File: src/core/restart_pkg.sv
// Summary of operation
// - After power-up run self test, then show configured response time on display.
// - Once ready, primary status lamp is steady green or red, never flashing.
// - Red lamp lit whole time restart is locked; both safety outputs off then.
// - Yellow lamp lit when field clear and interlock enabled: unlock possible.
// - Button press released between 0.15 s and 4 s moves receiver to ON.
// - Button held 4 s or longer: reset request discarded, interlock stays locked.
// - Button held 30 s: assume short to supply, enter fault interlock state.
// - Field clear and release permitted: lamp steady green, both safety outputs on.
// - Alignment indication enabled: display flashes segments showing beam quality.
// - After field interruption or power loss stay locked until a valid reset.
// - Button terminal drives the button lamp, inverse of safety outputs; with interlock selected it drives only while outputs are on.
package restart_pkg;

    // Timing figures and derived cycle counts
    localparam longint unsigned CLK_HZ        = 100_000_000;
    localparam longint unsigned SELF_TEST_MS  = 20;
    localparam longint unsigned SHOW_RT_MS    = 1000;
    localparam longint unsigned MIN_PRESS_MS  = 150;
    localparam longint unsigned MAX_PRESS_MS  = 4000;
    localparam longint unsigned STUCK_MS      = 30000;
    localparam longint unsigned BLINK_MS      = 250;

    localparam logic [31:0] SELF_TEST_CYC = 32'((SELF_TEST_MS * CLK_HZ) / 1000);
    localparam logic [31:0] SHOW_RT_CYC   = 32'((SHOW_RT_MS * CLK_HZ) / 1000);
    localparam logic [31:0] MIN_PRESS_CYC = 32'((MIN_PRESS_MS * CLK_HZ + 999) / 1000);
    localparam logic [31:0] MAX_PRESS_CYC = 32'((MAX_PRESS_MS * CLK_HZ) / 1000);
    localparam logic [31:0] STUCK_CYC     = 32'((STUCK_MS * CLK_HZ) / 1000);
    localparam logic [31:0] BLINK_CYC     = 32'((BLINK_MS * CLK_HZ) / 1000);

    // Register offsets (byte addresses)
    localparam logic [11:0] REG_CTRL      = 12'h000;
    localparam logic [11:0] REG_RESP_TIME = 12'h004;
    localparam logic [11:0] REG_STATUS    = 12'h008;
    localparam logic [11:0] REG_EVENTS    = 12'h00C;
    localparam logic [11:0] REG_PRESS_LEN = 12'h010;

    // Field positions
    localparam int CTRL_ALIGN_BIT   = 0;
    localparam int CTRL_FCLR_BIT    = 1;
    localparam int STAT_STATE_LSB   = 0;
    localparam int STAT_FIELD_BIT   = 3;
    localparam int STAT_ILK_BIT     = 4;
    localparam int STAT_SAFE_BIT    = 5;
    localparam int STAT_YELLOW_BIT  = 6;
    localparam int STAT_PRESSED_BIT = 7;
    localparam int EVT_SHORT_BIT    = 0;
    localparam int EVT_VALID_BIT    = 1;
    localparam int EVT_IGNORED_BIT  = 2;
    localparam int EVT_STUCK_BIT    = 3;

    // Values after reset and display codes
    localparam logic [7:0]  RESP_TIME_RST = 8'h0E;
    localparam logic [7:0]  DISP_TEST     = 8'hFF;
    localparam logic [7:0]  DISP_BLANK    = 8'h00;
    localparam logic [31:0] ZERO_WORD     = 32'h0000_0000;

    typedef enum logic [2:0] {
        ST_SELFTEST = 3'b000,
        ST_SHOW_RT  = 3'b001,
        ST_LOCKED   = 3'b010,
        ST_ON       = 3'b011,
        ST_FAULT    = 3'b100
    } state_t;

endpackage

File: src/core/level_sync.sv
`timescale 1ns/1ps
module level_sync #(
    parameter int W = 1
) (
    input  wire logic         mclk,
    input  wire logic         rstn,
    input  wire logic [W-1:0] async_in,
    output logic      [W-1:0] level
);
    typedef struct packed {
        logic [W-1:0] s1;
        logic [W-1:0] s2;
        logic [W-1:0] s3;
        logic [W-1:0] level;
    } sync_t;

    sync_t r;
    sync_t next_r;

    always_comb
    begin
        next_r    = r;
        next_r.s1 = async_in;
        next_r.s2 = r.s1;
        next_r.s3 = r.s2;
        // Accept a change only once stages two and three agree
        next_r.level = (r.s2 & r.s3) | (r.level & (r.s2 ^ r.s3));
    end

    always_ff @(posedge mclk or negedge rstn)
    begin
        if (!rstn)
            r <= '0;
        else
            r <= next_r;
    end

    assign level = r.level;
endmodule

File: src/core/press_timer.sv
`timescale 1ns/1ps
module press_timer #(
    parameter logic [31:0] MIN_CYC   = 32'h0000_0001,
    parameter logic [31:0] MAX_CYC   = 32'h0000_0002,
    parameter logic [31:0] STUCK_CYC = 32'h0000_0003
) (
    input  wire logic        mclk,
    input  wire logic        rstn,
    input  wire logic        pressed,
    output logic             too_short,
    output logic             valid_press,
    output logic             ignored,
    output logic             stuck,
    output logic      [31:0] duration
);
    typedef struct packed {
        logic        prev;
        logic [31:0] cnt;
        logic        stuck_seen;
        logic        too_short;
        logic        valid_press;
        logic        ignored;
        logic        stuck;
        logic [31:0] duration;
    } timer_t;

    timer_t r;
    timer_t next_r;

    localparam logic [31:0] ZERO = 32'h0000_0000;

    always_comb
    begin
        next_r             = r;
        next_r.too_short   = 1'b0;
        next_r.valid_press = 1'b0;
        next_r.ignored     = 1'b0;
        next_r.stuck       = 1'b0;
        next_r.prev        = pressed;
        if (pressed && r.cnt != 32'hFFFF_FFFF)
            next_r.cnt = r.cnt + 32'h0000_0001;
        if (pressed && !r.stuck_seen && r.cnt == STUCK_CYC - 32'h0000_0001)
        begin
            next_r.stuck      = 1'b1;
            next_r.stuck_seen = 1'b1;
        end
        if (r.prev && !pressed)
        begin
            next_r.duration   = r.cnt;
            next_r.cnt        = ZERO;
            next_r.stuck_seen = 1'b0;
            if (r.cnt < MIN_CYC)
                next_r.too_short = 1'b1;
            else if (r.cnt < MAX_CYC)
                next_r.valid_press = 1'b1;
            else
                next_r.ignored = 1'b1;
        end
    end

    always_ff @(posedge mclk or negedge rstn)
    begin
        if (!rstn)
            r <= '0;
        else
            r <= next_r;
    end

    assign too_short   = r.too_short;
    assign valid_press = r.valid_press;
    assign ignored     = r.ignored;
    assign stuck       = r.stuck;
    assign duration    = r.duration;
endmodule

File: src/core/restart_interlock_control.sv
`timescale 1ns/1ps
module restart_interlock_control #(
    parameter logic [31:0] SELF_TEST_CYCLES = restart_pkg::SELF_TEST_CYC,
    parameter logic [31:0] SHOW_RT_CYCLES   = restart_pkg::SHOW_RT_CYC,
    parameter logic [31:0] MIN_PRESS_CYCLES = restart_pkg::MIN_PRESS_CYC,
    parameter logic [31:0] MAX_PRESS_CYCLES = restart_pkg::MAX_PRESS_CYC,
    parameter logic [31:0] STUCK_CYCLES     = restart_pkg::STUCK_CYC,
    parameter logic [31:0] BLINK_CYCLES     = restart_pkg::BLINK_CYC
) (
    input  wire logic        mclk,
    input  wire logic        rstn,
    input  wire logic [11:0] paddr,
    input  wire logic        psel,
    input  wire logic        penable,
    input  wire logic        pwrite,
    input  wire logic [31:0] pwdata,
    output logic      [31:0] prdata,
    output logic             pready,
    output logic             pslverr,
    input  wire logic        field_clear,
    input  wire logic        release_ok,
    input  wire logic [7:0]  beam_quality,
    input  wire logic        reset_button_terminal_in,
    input  wire logic        interlock_select_input,
    output logic             reset_button_terminal_out,
    output logic             reset_button_terminal_oe_n,
    output logic             safety_output_a,
    output logic             safety_output_b,
    output logic             primary_status_lamp_green,
    output logic             primary_status_lamp_red,
    output logic             unlock_lamp_yellow,
    output logic      [7:0]  display_code
);
    import restart_pkg::*;

    ////////////////////////////////////////////////////////////////////////////////

    typedef struct packed {
        state_t      state;
        logic [31:0] cnt;
        logic [31:0] blink_cnt;
        logic        blink;
        logic        align_en;
        logic        fault_clr;
        logic [7:0]  resp_time;
        logic [3:0]  events;
        logic [31:0] prdata;
        logic        pready;
        logic        pslverr;
        logic        term_out;
        logic        term_oe_n;
        logic        pin_free;
        logic        safe;
        logic        green;
        logic        red;
        logic        yellow;
        logic [7:0]  display;
    } ctl_t;

    ctl_t r;
    ctl_t next_r;

    logic [1:0]  pins;
    logic        button_level;
    logic        ilk_sel;
    logic        pressed;
    logic        ev_short;
    logic        ev_valid;
    logic        ev_ignored;
    logic        ev_stuck;
    logic [31:0] press_len;

    ////////////////////////////////////////////////////////////////////////////////

    level_sync #(
        .W (2)
    ) u_sync (
        .mclk     (mclk),
        .rstn     (rstn),
        .async_in ({interlock_select_input, reset_button_terminal_in}),
        .level    (pins)
    );

    assign button_level = pins[0];
    // interlock selected by a high level
    assign ilk_sel = pins[1];
    // Own lamp drive would read back as a press, so only count while released
    assign pressed = button_level & r.pin_free;

    press_timer #(
        .MIN_CYC   (MIN_PRESS_CYCLES),
        .MAX_CYC   (MAX_PRESS_CYCLES),
        .STUCK_CYC (STUCK_CYCLES)
    ) u_timer (
        .mclk        (mclk),
        .rstn        (rstn),
        .pressed     (pressed),
        .too_short   (ev_short),
        .valid_press (ev_valid),
        .ignored     (ev_ignored),
        .stuck       (ev_stuck),
        .duration    (press_len)
    );

    ////////////////////////////////////////////////////////////////////////////////

    function automatic logic addr_hit(input logic [11:0] a);
        addr_hit = (a == REG_CTRL) || (a == REG_RESP_TIME) || (a == REG_STATUS)
                   || (a == REG_EVENTS) || (a == REG_PRESS_LEN);
    endfunction

    function automatic logic [31:0] read_word(input logic [11:0] a, input ctl_t c,
                                              input logic ilk, input logic fc,
                                              input logic prs, input logic [31:0] len);
        logic [31:0] w;
        w = ZERO_WORD;
        unique case (a)
            REG_CTRL:
            begin
                w[CTRL_ALIGN_BIT] = c.align_en;
            end
            REG_RESP_TIME:
            begin
                w[7:0] = c.resp_time;
            end
            REG_STATUS:
            begin
                w[STAT_STATE_LSB +: 3] = c.state;
                w[STAT_FIELD_BIT]      = fc;
                w[STAT_ILK_BIT]        = ilk;
                w[STAT_SAFE_BIT]       = c.safe;
                w[STAT_YELLOW_BIT]     = c.yellow;
                w[STAT_PRESSED_BIT]    = prs;
            end
            REG_EVENTS:
            begin
                w[3:0] = c.events;
            end
            REG_PRESS_LEN:
            begin
                w = len;
            end
            default:
            begin
                w = ZERO_WORD;
            end
        endcase
        read_word = w;
    endfunction

    ////////////////////////////////////////////////////////////////////////////////

    always_comb
    begin
        logic       setup;
        logic       wr;
        logic [3:0] new_ev;
        setup  = psel & ~penable;
        wr     = psel & penable & r.pready & pwrite;
        new_ev = 4'h0;
        next_r = r;

        // Display flash timebase
        if (r.blink_cnt >= BLINK_CYCLES - 32'h0000_0001)
        begin
            next_r.blink_cnt = ZERO_WORD;
            next_r.blink     = ~r.blink;
        end
        else
        begin
            next_r.blink_cnt = r.blink_cnt + 32'h0000_0001;
        end

        // Bus slave: answer ready in the first access cycle
        next_r.pready    = setup;
        next_r.pslverr   = setup & ~addr_hit(paddr);
        next_r.prdata    = setup ? read_word(paddr, r, ilk_sel, field_clear, pressed,
                                             press_len) : ZERO_WORD;
        next_r.fault_clr = 1'b0;
        if (wr && paddr == REG_CTRL)
        begin
            next_r.align_en  = pwdata[CTRL_ALIGN_BIT];
            next_r.fault_clr = pwdata[CTRL_FCLR_BIT];
        end
        if (wr && paddr == REG_RESP_TIME)
            next_r.resp_time = pwdata[7:0];

        // Sticky press history; a new event beats a same-cycle clear
        new_ev[EVT_SHORT_BIT]   = ev_short;
        new_ev[EVT_VALID_BIT]   = ev_valid;
        new_ev[EVT_IGNORED_BIT] = ev_ignored;
        new_ev[EVT_STUCK_BIT]   = ev_stuck;
        if (wr && paddr == REG_EVENTS)
            next_r.events = (r.events & ~pwdata[3:0]) | new_ev;
        else
            next_r.events = r.events | new_ev;

        unique case (r.state)
            ST_SELFTEST:
            begin
                next_r.cnt = r.cnt + 32'h0000_0001;
                if (r.cnt >= SELF_TEST_CYCLES - 32'h0000_0001)
                begin
                    next_r.cnt   = ZERO_WORD;
                    next_r.state = ST_SHOW_RT;
                end
            end
            ST_SHOW_RT:
            begin
                next_r.cnt = r.cnt + 32'h0000_0001;
                if (r.cnt >= SHOW_RT_CYCLES - 32'h0000_0001)
                begin
                    next_r.cnt   = ZERO_WORD;
                    next_r.state = ST_LOCKED;
                end
            end
            ST_LOCKED:
            begin
                if (ev_stuck)
                    next_r.state = ST_FAULT;
                else if (!ilk_sel && field_clear && release_ok)
                    next_r.state = ST_ON;
                else if (ilk_sel && ev_valid && field_clear && release_ok)
                    next_r.state = ST_ON;
            end
            ST_ON:
            begin
                if (ev_stuck)
                    next_r.state = ST_FAULT;
                else if (!field_clear || !release_ok)
                    next_r.state = ST_LOCKED;
            end
            ST_FAULT:
            begin
                // Leave only on software clear with the button released
                if (r.fault_clr && !button_level)
                    next_r.state = ST_LOCKED;
            end
            default:
            begin
                next_r.state = ST_LOCKED;
            end
        endcase

        next_r.safe  = (next_r.state == ST_ON);
        next_r.green = (next_r.state == ST_ON);
        next_r.red   = (next_r.state == ST_LOCKED) || (next_r.state == ST_FAULT);
        next_r.yellow = (next_r.state == ST_LOCKED) && field_clear && ilk_sel;
        // button lamp is inverse of outputs
        next_r.term_out  = ~next_r.safe;
        next_r.term_oe_n = ~(next_r.safe | ~ilk_sel);
        // Synced pin still echoes our lamp drive for a few cycles after release
        next_r.pin_free  = next_r.term_oe_n & (r.pin_free | ~button_level);

        unique case (next_r.state)
            ST_SELFTEST:
            begin
                next_r.display = DISP_TEST;
            end
            ST_SHOW_RT:
            begin
                next_r.display = r.resp_time;
            end
            default:
            begin
                next_r.display = (r.align_en && r.blink) ? beam_quality : DISP_BLANK;
            end
        endcase
    end

    ////////////////////////////////////////////////////////////////////////////////

    // reset forces start-up path, outputs off
    always_ff @(posedge mclk or negedge rstn)
    begin
        if (!rstn)
        begin
            r           <= '0;
            r.state     <= ST_SELFTEST;
            r.resp_time <= RESP_TIME_RST;
            r.term_out  <= 1'b1;
            r.term_oe_n <= 1'b1;
            r.display   <= DISP_TEST;
        end
        else
        begin
            r <= next_r;
        end
    end

    assign prdata                     = r.prdata;
    assign pready                     = r.pready;
    assign pslverr                    = r.pslverr;
    assign reset_button_terminal_out  = r.term_out;
    assign reset_button_terminal_oe_n = r.term_oe_n;
    assign safety_output_a            = r.safe;
    assign safety_output_b            = r.safe;
    assign primary_status_lamp_green  = r.green;
    assign primary_status_lamp_red    = r.red;
    assign unlock_lamp_yellow         = r.yellow;
    assign display_code               = r.display;
endmodule

File: config.mk
export PLATFORM = sky130hd
export DESIGN_NAME = restart_interlock_control
export DESIGN_NICKNAME = d
export VERILOG_FILES = /design/src/core/restart_pkg.sv /design/src/core/level_sync.sv /design/src/core/press_timer.sv /design/src/core/restart_interlock_control.sv
export SDC_FILE = /design/constraint.sdc
export NUM_CORES = 1
export LEC_CHECK = 0
export BUFFER_PORTS_ARGS = -buffer_cell sky130_fd_sc_hd__buf_2
export CAP_MARGIN = 20
export CELL_PAD_IN_SITES_DETAIL_PLACEMENT = 1
export CELL_PAD_IN_SITES_GLOBAL_PLACEMENT = 1
export CORE_ASPECT_RATIO = 0.75
export CORE_MARGIN = 2
export CORE_UTILIZATION = 30
export CTS_BUF_LIST = sky130_fd_sc_hd__clkbuf_16
export DETAILED_ROUTE_END_ITERATION = 10
export GPL_ROUTABILITY_DRIVEN = 0
export PLACE_DENSITY_LB_ADDON = 0.1
export RECOVER_POWER = 50
export SETUP_SLACK_MARGIN = 0.15
export SLEW_MARGIN = 20
export SYNTH_ARGS = -nofsm -noshare
export SYNTH_HDL_FRONTEND = slang
export SYNTH_SLANG_ARGS = --single-unit
File: constraint.sdc
create_clock -name mclk -period 3.69 [get_ports mclk]
set_clock_uncertainty 0.1 [all_clocks]
set_input_delay 0.369 -clock mclk [delete_from_list [all_inputs] [get_ports mclk]]
set_output_delay 0.369 -clock mclk [all_outputs]
set_load 0.02 [all_outputs]
* After elaboration in Yosys (flattened, before gate mapping)
Index checks and enable logic that the tools add are counted.
W data, S select, Z words.
** Storage, ports and cells
- Bits in registers :: 208
- Output and inout bits :: 49
- Logic and storage cells :: 138
** Operators by class
- Add/sub/neg operators :: 3
- Magnitude comparators :: 5
- Eq/ne operators :: 14
- Muxes and demuxes :: 28
- Bitwise operators :: 24
- Reductions and logical operators :: 34
** Operators with widths (count)
- $add A32 B1 Y32 const B :: 3
- $mux W32 :: 3
- $mux W35 :: 2
- $pmux W32 S2 :: 1
- $mux W36 :: 1
- $eq A32 B32 Y1 const B :: 1
- $ge A32 B21 Y1 const B :: 1
- $ge A32 B25 Y1 const B :: 1
- $ge A32 B27 Y1 const B :: 1
- $lt A32 B24 Y1 const B :: 1
- $lt A32 B29 Y1 const B :: 1
- $ne A32 B32 Y1 const B :: 1
- $eq A12 B4 Y1 const B :: 2
- $mux W24 :: 1
- $mux W3 :: 6
- $logic_and A1 B1 Y1 :: 16
- $pmux W8 S2 :: 1
- $pmux W3 S5 :: 1
- $eq A12 B3 Y1 const B :: 1
- $eq A12 B5 Y1 const B :: 1
- $eq A3 B2 Y1 const B :: 4
- $logic_not A12 Y1 :: 1
- $pmux W3 S4 :: 1
- $pmux W4 S3 :: 1
- 20 further kinds :: 55

* Logic depth before layout (Yosys ltp)
- Depth in word-level cells :: 11
- Gate-level depth with buffers :: 8

* Modules after synthesis
A second synthesis with hierarchy kept.
** Unflattened totals
- Cell total of the unflattened synthesis :: 1005
- Area, all modules :: 10070.9 um2
** By module, submodules not included
- restart_interlock_control :: times used 1, cells each 575, area an instance 6089.6 um2
- press_timer :: times used 1, cells each 416, area an instance 3726.1 um2
- level_sync :: times used 1, cells each 14, area an instance 255.2 um2

* Worst setup path after synthesis
Ideal clock, no wire load.
- Path kind :: register to register
- From :: reg r[122] (netlist name)
- To :: reg r[105] (netlist name)
- Setup time :: 0.086 ns
- Arrival time :: 2.035 ns
- Setup slack :: 1.469 ns
- Cell stages (with the launch flop) :: 7
- Buffers on the path :: 1
- Period minus slack after synthesis :: 2.221 ns
- Path through :: dfrtp_1 > or4_1 > or3_1 > a211oi_1 > a211oi_2 > buf_6 > nor3_1
** On the way
- Longest elaborated chain between the ends :: 3
- Elaborated cells on any way between the ends :: 5
- Classes of those cells :: order compare (2); mux (3)
** Ends and longest elaborated chain
- from (decl) :: line restart_interlock_control.sv:60 : ctl_t r;
- from (signal assigned) :: line restart_interlock_control.sv:287 : r <= next_r;
- $ge A32 B27 Y1 / $ge A32 B21 Y1 (equally long branches) :: line restart_interlock_control.sv:211, restart_interlock_control.sv:202
- $mux W35, on equally long branches :: line restart_interlock_control.sv:211, restart_interlock_control.sv:202
- $pmux W32 S2 (*) :: line restart_interlock_control.sv:198 : unique case (r.state)
Mark *: on every way between the ends. The rest lies on a longest branch, timed or not.
A chain may end at the register's enable or synchronous reset.

* Worst setup path after layout
- From :: reg u_timer.r[58] (netlist name)
- To :: reg u_timer.r[46] (netlist name)
** On the way
- Longest elaborated chain between the ends :: 3
** Ends and longest elaborated chain
- from (decl) :: line press_timer.sv:27 : timer_t r;
- from (signal assigned) :: line press_timer.sv:66 : r <= next_r;
- $ne A32 B32 Y1 :: line press_timer.sv:40 : if (pressed && r.cnt != 32'hFFFF_FFFF)
- $logic_and A1 B1 Y1 :: line press_timer.sv:40
- $reduce_bool A2 Y1 (no source line)
Every way passes these cells.

==> reports/qor.yml <==
synth:
  number_of_flops_mapped_to_enable_cells_by_yosys: 0
  synthesis.yosys.warnings: 0
  synthDistinctLibCells: 71
  synthDominantAreaCellType: "sky130_fd_sc_hd__dfrtp_1"
  ys_top_cells_by_area: "sky130_fd_sc_hd__dfrtp_1, sky130_fd_sc_hd__nand2_1, sky130_fd_sc_hd__nor2_1, sky130_fd_sc_hd__dfstp_2, sky130_fd_sc_hd__buf_4"
  synthesis.area_mm2: 0.00973
  seq_area_frac_synth_pct: 53.7
  ys_seq_elements: 208
  postSynth.topFlopCell: "sky130_fd_sc_hd__dfrtp_1"
  async_reset_ff_share_pct: 100
  synth_cells: 986
  syn-mean-instance-area_um2: 9.87
  yosys.area.top_type_share_pct: 50.2
timing:
  period_minus_slack_ns: 2.83
  final_hold_viol_count: 0
  worst_slew_pin_slew_ns: 2.44
  setup_viol: 0
  slew_headroom_pct: -63.0
  rsz_0062_raised_after_global_routing: "no"
  slew_violations: 94
  finalWorstSetupSlack_ns: 0.863
  max_freq_mhz: 354
  timing.final.crit_share_pct: 76.6
  fin_tns_setup_ns: 0
min_path:
  hp-class: "in -> reg"
finish:
  syn2layout_area_growth_pct: 15.6
  layout_cells_sized_above_1_pct: 13.4
  final_design_area_no_fill_mm2: 0.0112
  layout_common_cells: "sky130_fd_sc_hd__dfrtp_1, sky130_fd_sc_hd__nand2_1, sky130_fd_sc_hd__nor2_1"
  nets: 1113
  finalCoreUtilization_pct: 35.0
  layout_commonest_cell: "sky130_fd_sc_hd__dfrtp_1"
  fill_cell_instance_count_of_the_final_layout: 3692
global_routing:
  global_route.overflow_total: 0
  grt_max_degree: 95
  gr_usage_total_pct: 16.7
  grt_antenna_before_repair: 2
  first_global_vias: 7477
  grt_pass1_wl_mm: 44.8
placement:
  port_buffers: 85
  placement.setup.worst_slack_ns: 0.896
  post_dp_cell_area_mm2: 0.0104
  post-dp-hpwl_mm: 18.9
routing:
  detail-route-antenna-nets: 0
  detail_route.wirelength_mm: 27.4
  iteration_count_of_the_initial_detailed_routing_pass: 4
  routed_via_density: 4.80
  drt-wirelength-per-cell_um: 18.1
  dr.first_iter.drc_count: 413
  routed-via-count: 7235
  drt_drc: 0
cts:
  clkSinkCount: 208
  worst_skew_pair.late_latency_ns: 0.54
  tritoncts: "done"
  clockRootBuffer: "sky130_fd_sc_hd__clkbuf_16"
  max-clock-path-buffers: 3
  post_cts_resize_count: 0
  tritoncts.num_buffers: 24
  path_clk_slew_ns: 0.06
  htree_num_levels: 1
worst_setup_path:
  critPathMostFrequentCell: "sky130_fd_sc_hd__nand3_1"
  worstPathMaxFanout: 10
  timing_worst_setup_path_type: "reg -> reg"
  critPathCaptureType: "flop"
  timing.critical_path.cells: "nand3_1 > nor4_1 > nand3_1 > nand2_1 > o211ai_1 > o41ai_1"
  critical_path_buf_inv_count: 0
  timing.critical_path.max_delay_family: "simple AND/OR/NAND/NOR gates"
  setup.worst_path.start_class: "flop"
  timing.critical_path.slowest_cell_delay_ns: 0.71
  crit_arrival_ns: 3.14
  cp.required_ns: 4.01
  critical-path-slowest-cell: "sky130_fd_sc_hd__nor4_1"
status:
  status: "finished, violations left"
  failed_checks: "max-capacitance violations, max-slew violations"
flow_run:
  max_cap_violations: 1
power:
  power_leakage_uw: 0.00518
  power_dens_cells_mw_per_mm2: 446
  vdd_ir_drop_max_v: 0.000314
floorplan:
  io_pins: 110
  design.die.area_mm2: 0.0339
  floorplan.rows: 57
  start_util_pct: 30.2
  core-area_mm2: 0.0322
  die-height_um: 160
  die_width_um: 212
[synth_stat cells (5+ instances only)]
master,count
sky130_fd_sc_hd__dfrtp_1,195
sky130_fd_sc_hd__nand2_1,160
sky130_fd_sc_hd__nor2_1,114
sky130_fd_sc_hd__and3_1,49
sky130_fd_sc_hd__nand3_1,45
sky130_fd_sc_hd__buf_4,43
sky130_fd_sc_hd__nor3_1,39
sky130_fd_sc_hd__clkbuf_1,35
sky130_fd_sc_hd__xor2_1,23
sky130_fd_sc_hd__o21ai_0,22
sky130_fd_sc_hd__xnor2_1,22
sky130_fd_sc_hd__nand4_1,20
sky130_fd_sc_hd__mux2i_1,17
sky130_fd_sc_hd__inv_1,14
sky130_fd_sc_hd__mux2_2,14
sky130_fd_sc_hd__dfstp_2,13
sky130_fd_sc_hd__a21oi_1,11
sky130_fd_sc_hd__nor4_1,11
sky130_fd_sc_hd__and2_1,10
sky130_fd_sc_hd__and4_1,9
sky130_fd_sc_hd__a222oi_1,8
sky130_fd_sc_hd__o211ai_1,8
sky130_fd_sc_hd__a21o_1,7
sky130_fd_sc_hd__or3_1,7
sky130_fd_sc_hd__a41oi_1,6
sky130_fd_sc_hd__or4_1,6
sky130_fd_sc_hd__ha_1,5
sky130_fd_sc_hd__nor3b_1,5
[area by class of cell]
| class | count | area (um^2) | share of cell area (%) |
|---|---|---|---|
| diodes | 1 | 2.50 | 0.0223 |
| clock buffers | 25 | 626 | 5.56 |
| clock inverters | 19 | 159 | 1.41 |
| inverters | 14 | 52.6 | 0.467 |
| multi-input cells | 683 | 3970 | 35.3 |
| flip-flops and latches | 208 | 5220 | 46.4 |
| well taps | 442 | 553 | 4.92 |
| repair buffers | 116 | 661 | 5.87 |
[per-layer routing]
metal | global-route usage [%] | part of all wire, % | vias up | routed length [um]
met4 | 3.62 | 2.0 | 2 | 534
met1 | 27.6 | 56 | 3580 | 15200
met2 | 22.1 | 39 | 107 | 10500
met5 | 0 | 0.051 | - | 14
li1 | - | - | 3510 | -
met3 | 2.87 | 3.9 | 36 | 1080
[worst register-to-register path: cells and delay by family, from the launching register on]
family | cells | cell delay (ns)
simple gates | 4 | 1.79
flops | 1 | 0.58
compound gates | 2 | 0.23
[worst paths after layout]
path,startpoint,end,slack (ns),cells after the start
max,u_timer.r[58],u_timer.r[46],0.86,6
max in group asynchronous,rstn,r[54],0.90,3
min,pwdata[3],r[56],0.03,2
min in group asynchronous,rstn,prdata[27],0.96,2
max reg2reg,u_timer.r[58],u_timer.r[46],0.86,6
min reg2reg,u_sync.next_r[4],u_sync.next_r[2],0.26,0
[cells by family (layout without fill, tap and decap cells)]
kind of cell | count (synthesis) | count (layout) | synth area share, %
AOI/OAI and AO/OA | 95 | 95 | 7.24
xor gates and xnor gates | 45 | 45 | 4.05
muxes | 31 | 31 | 3.37
and+or+nand+nor | 500 | 500 | 25.2
DFF | 208 | 208 | 53.7
other | 1 | 8 | 0.0385
adders and majority gates | 5 | 5 | 0.643
buffers and inverters | 101 | 174 | 5.77
[sequential cells by signal (all words and copies together), names as in the netlist, 2 cells and up]
signal and flops:
r 83, display_code 8, prdata 32, u_sync.r 2
u_timer.duration 32, u_sync.next_r 4, u_timer.r 34, u_sync.level 2
[through the flow]
step / std cells / power (uW) / hold WS (ns)
final: 1508 / 5020 / 0.0318
after global routing: 1508 / 5240 / 0.0195
after CTS: 1507 / 5110 / 0.00802
after detailed placement: 1446 / 2630 / 0.236
after global placement: 1446 / 2630 / 0.243
after floorplan: 992 / 2500 / -0.0266
[report_power, final]
group / total [uW] / switching, uW / internal, uW
Sequential: 2380 / 48.1 / 2330
Clock: 2420 / 993 / 1430
Combinational: 215 / 145 / 70.0
[what timing repair did]
action | CTS | global route
buffers inserted | 0 | 0
hold buffers | 17 | 0
hold endpoints to repair | 98 | 0
No activity file was read; power rests on OpenSTA's default activity.
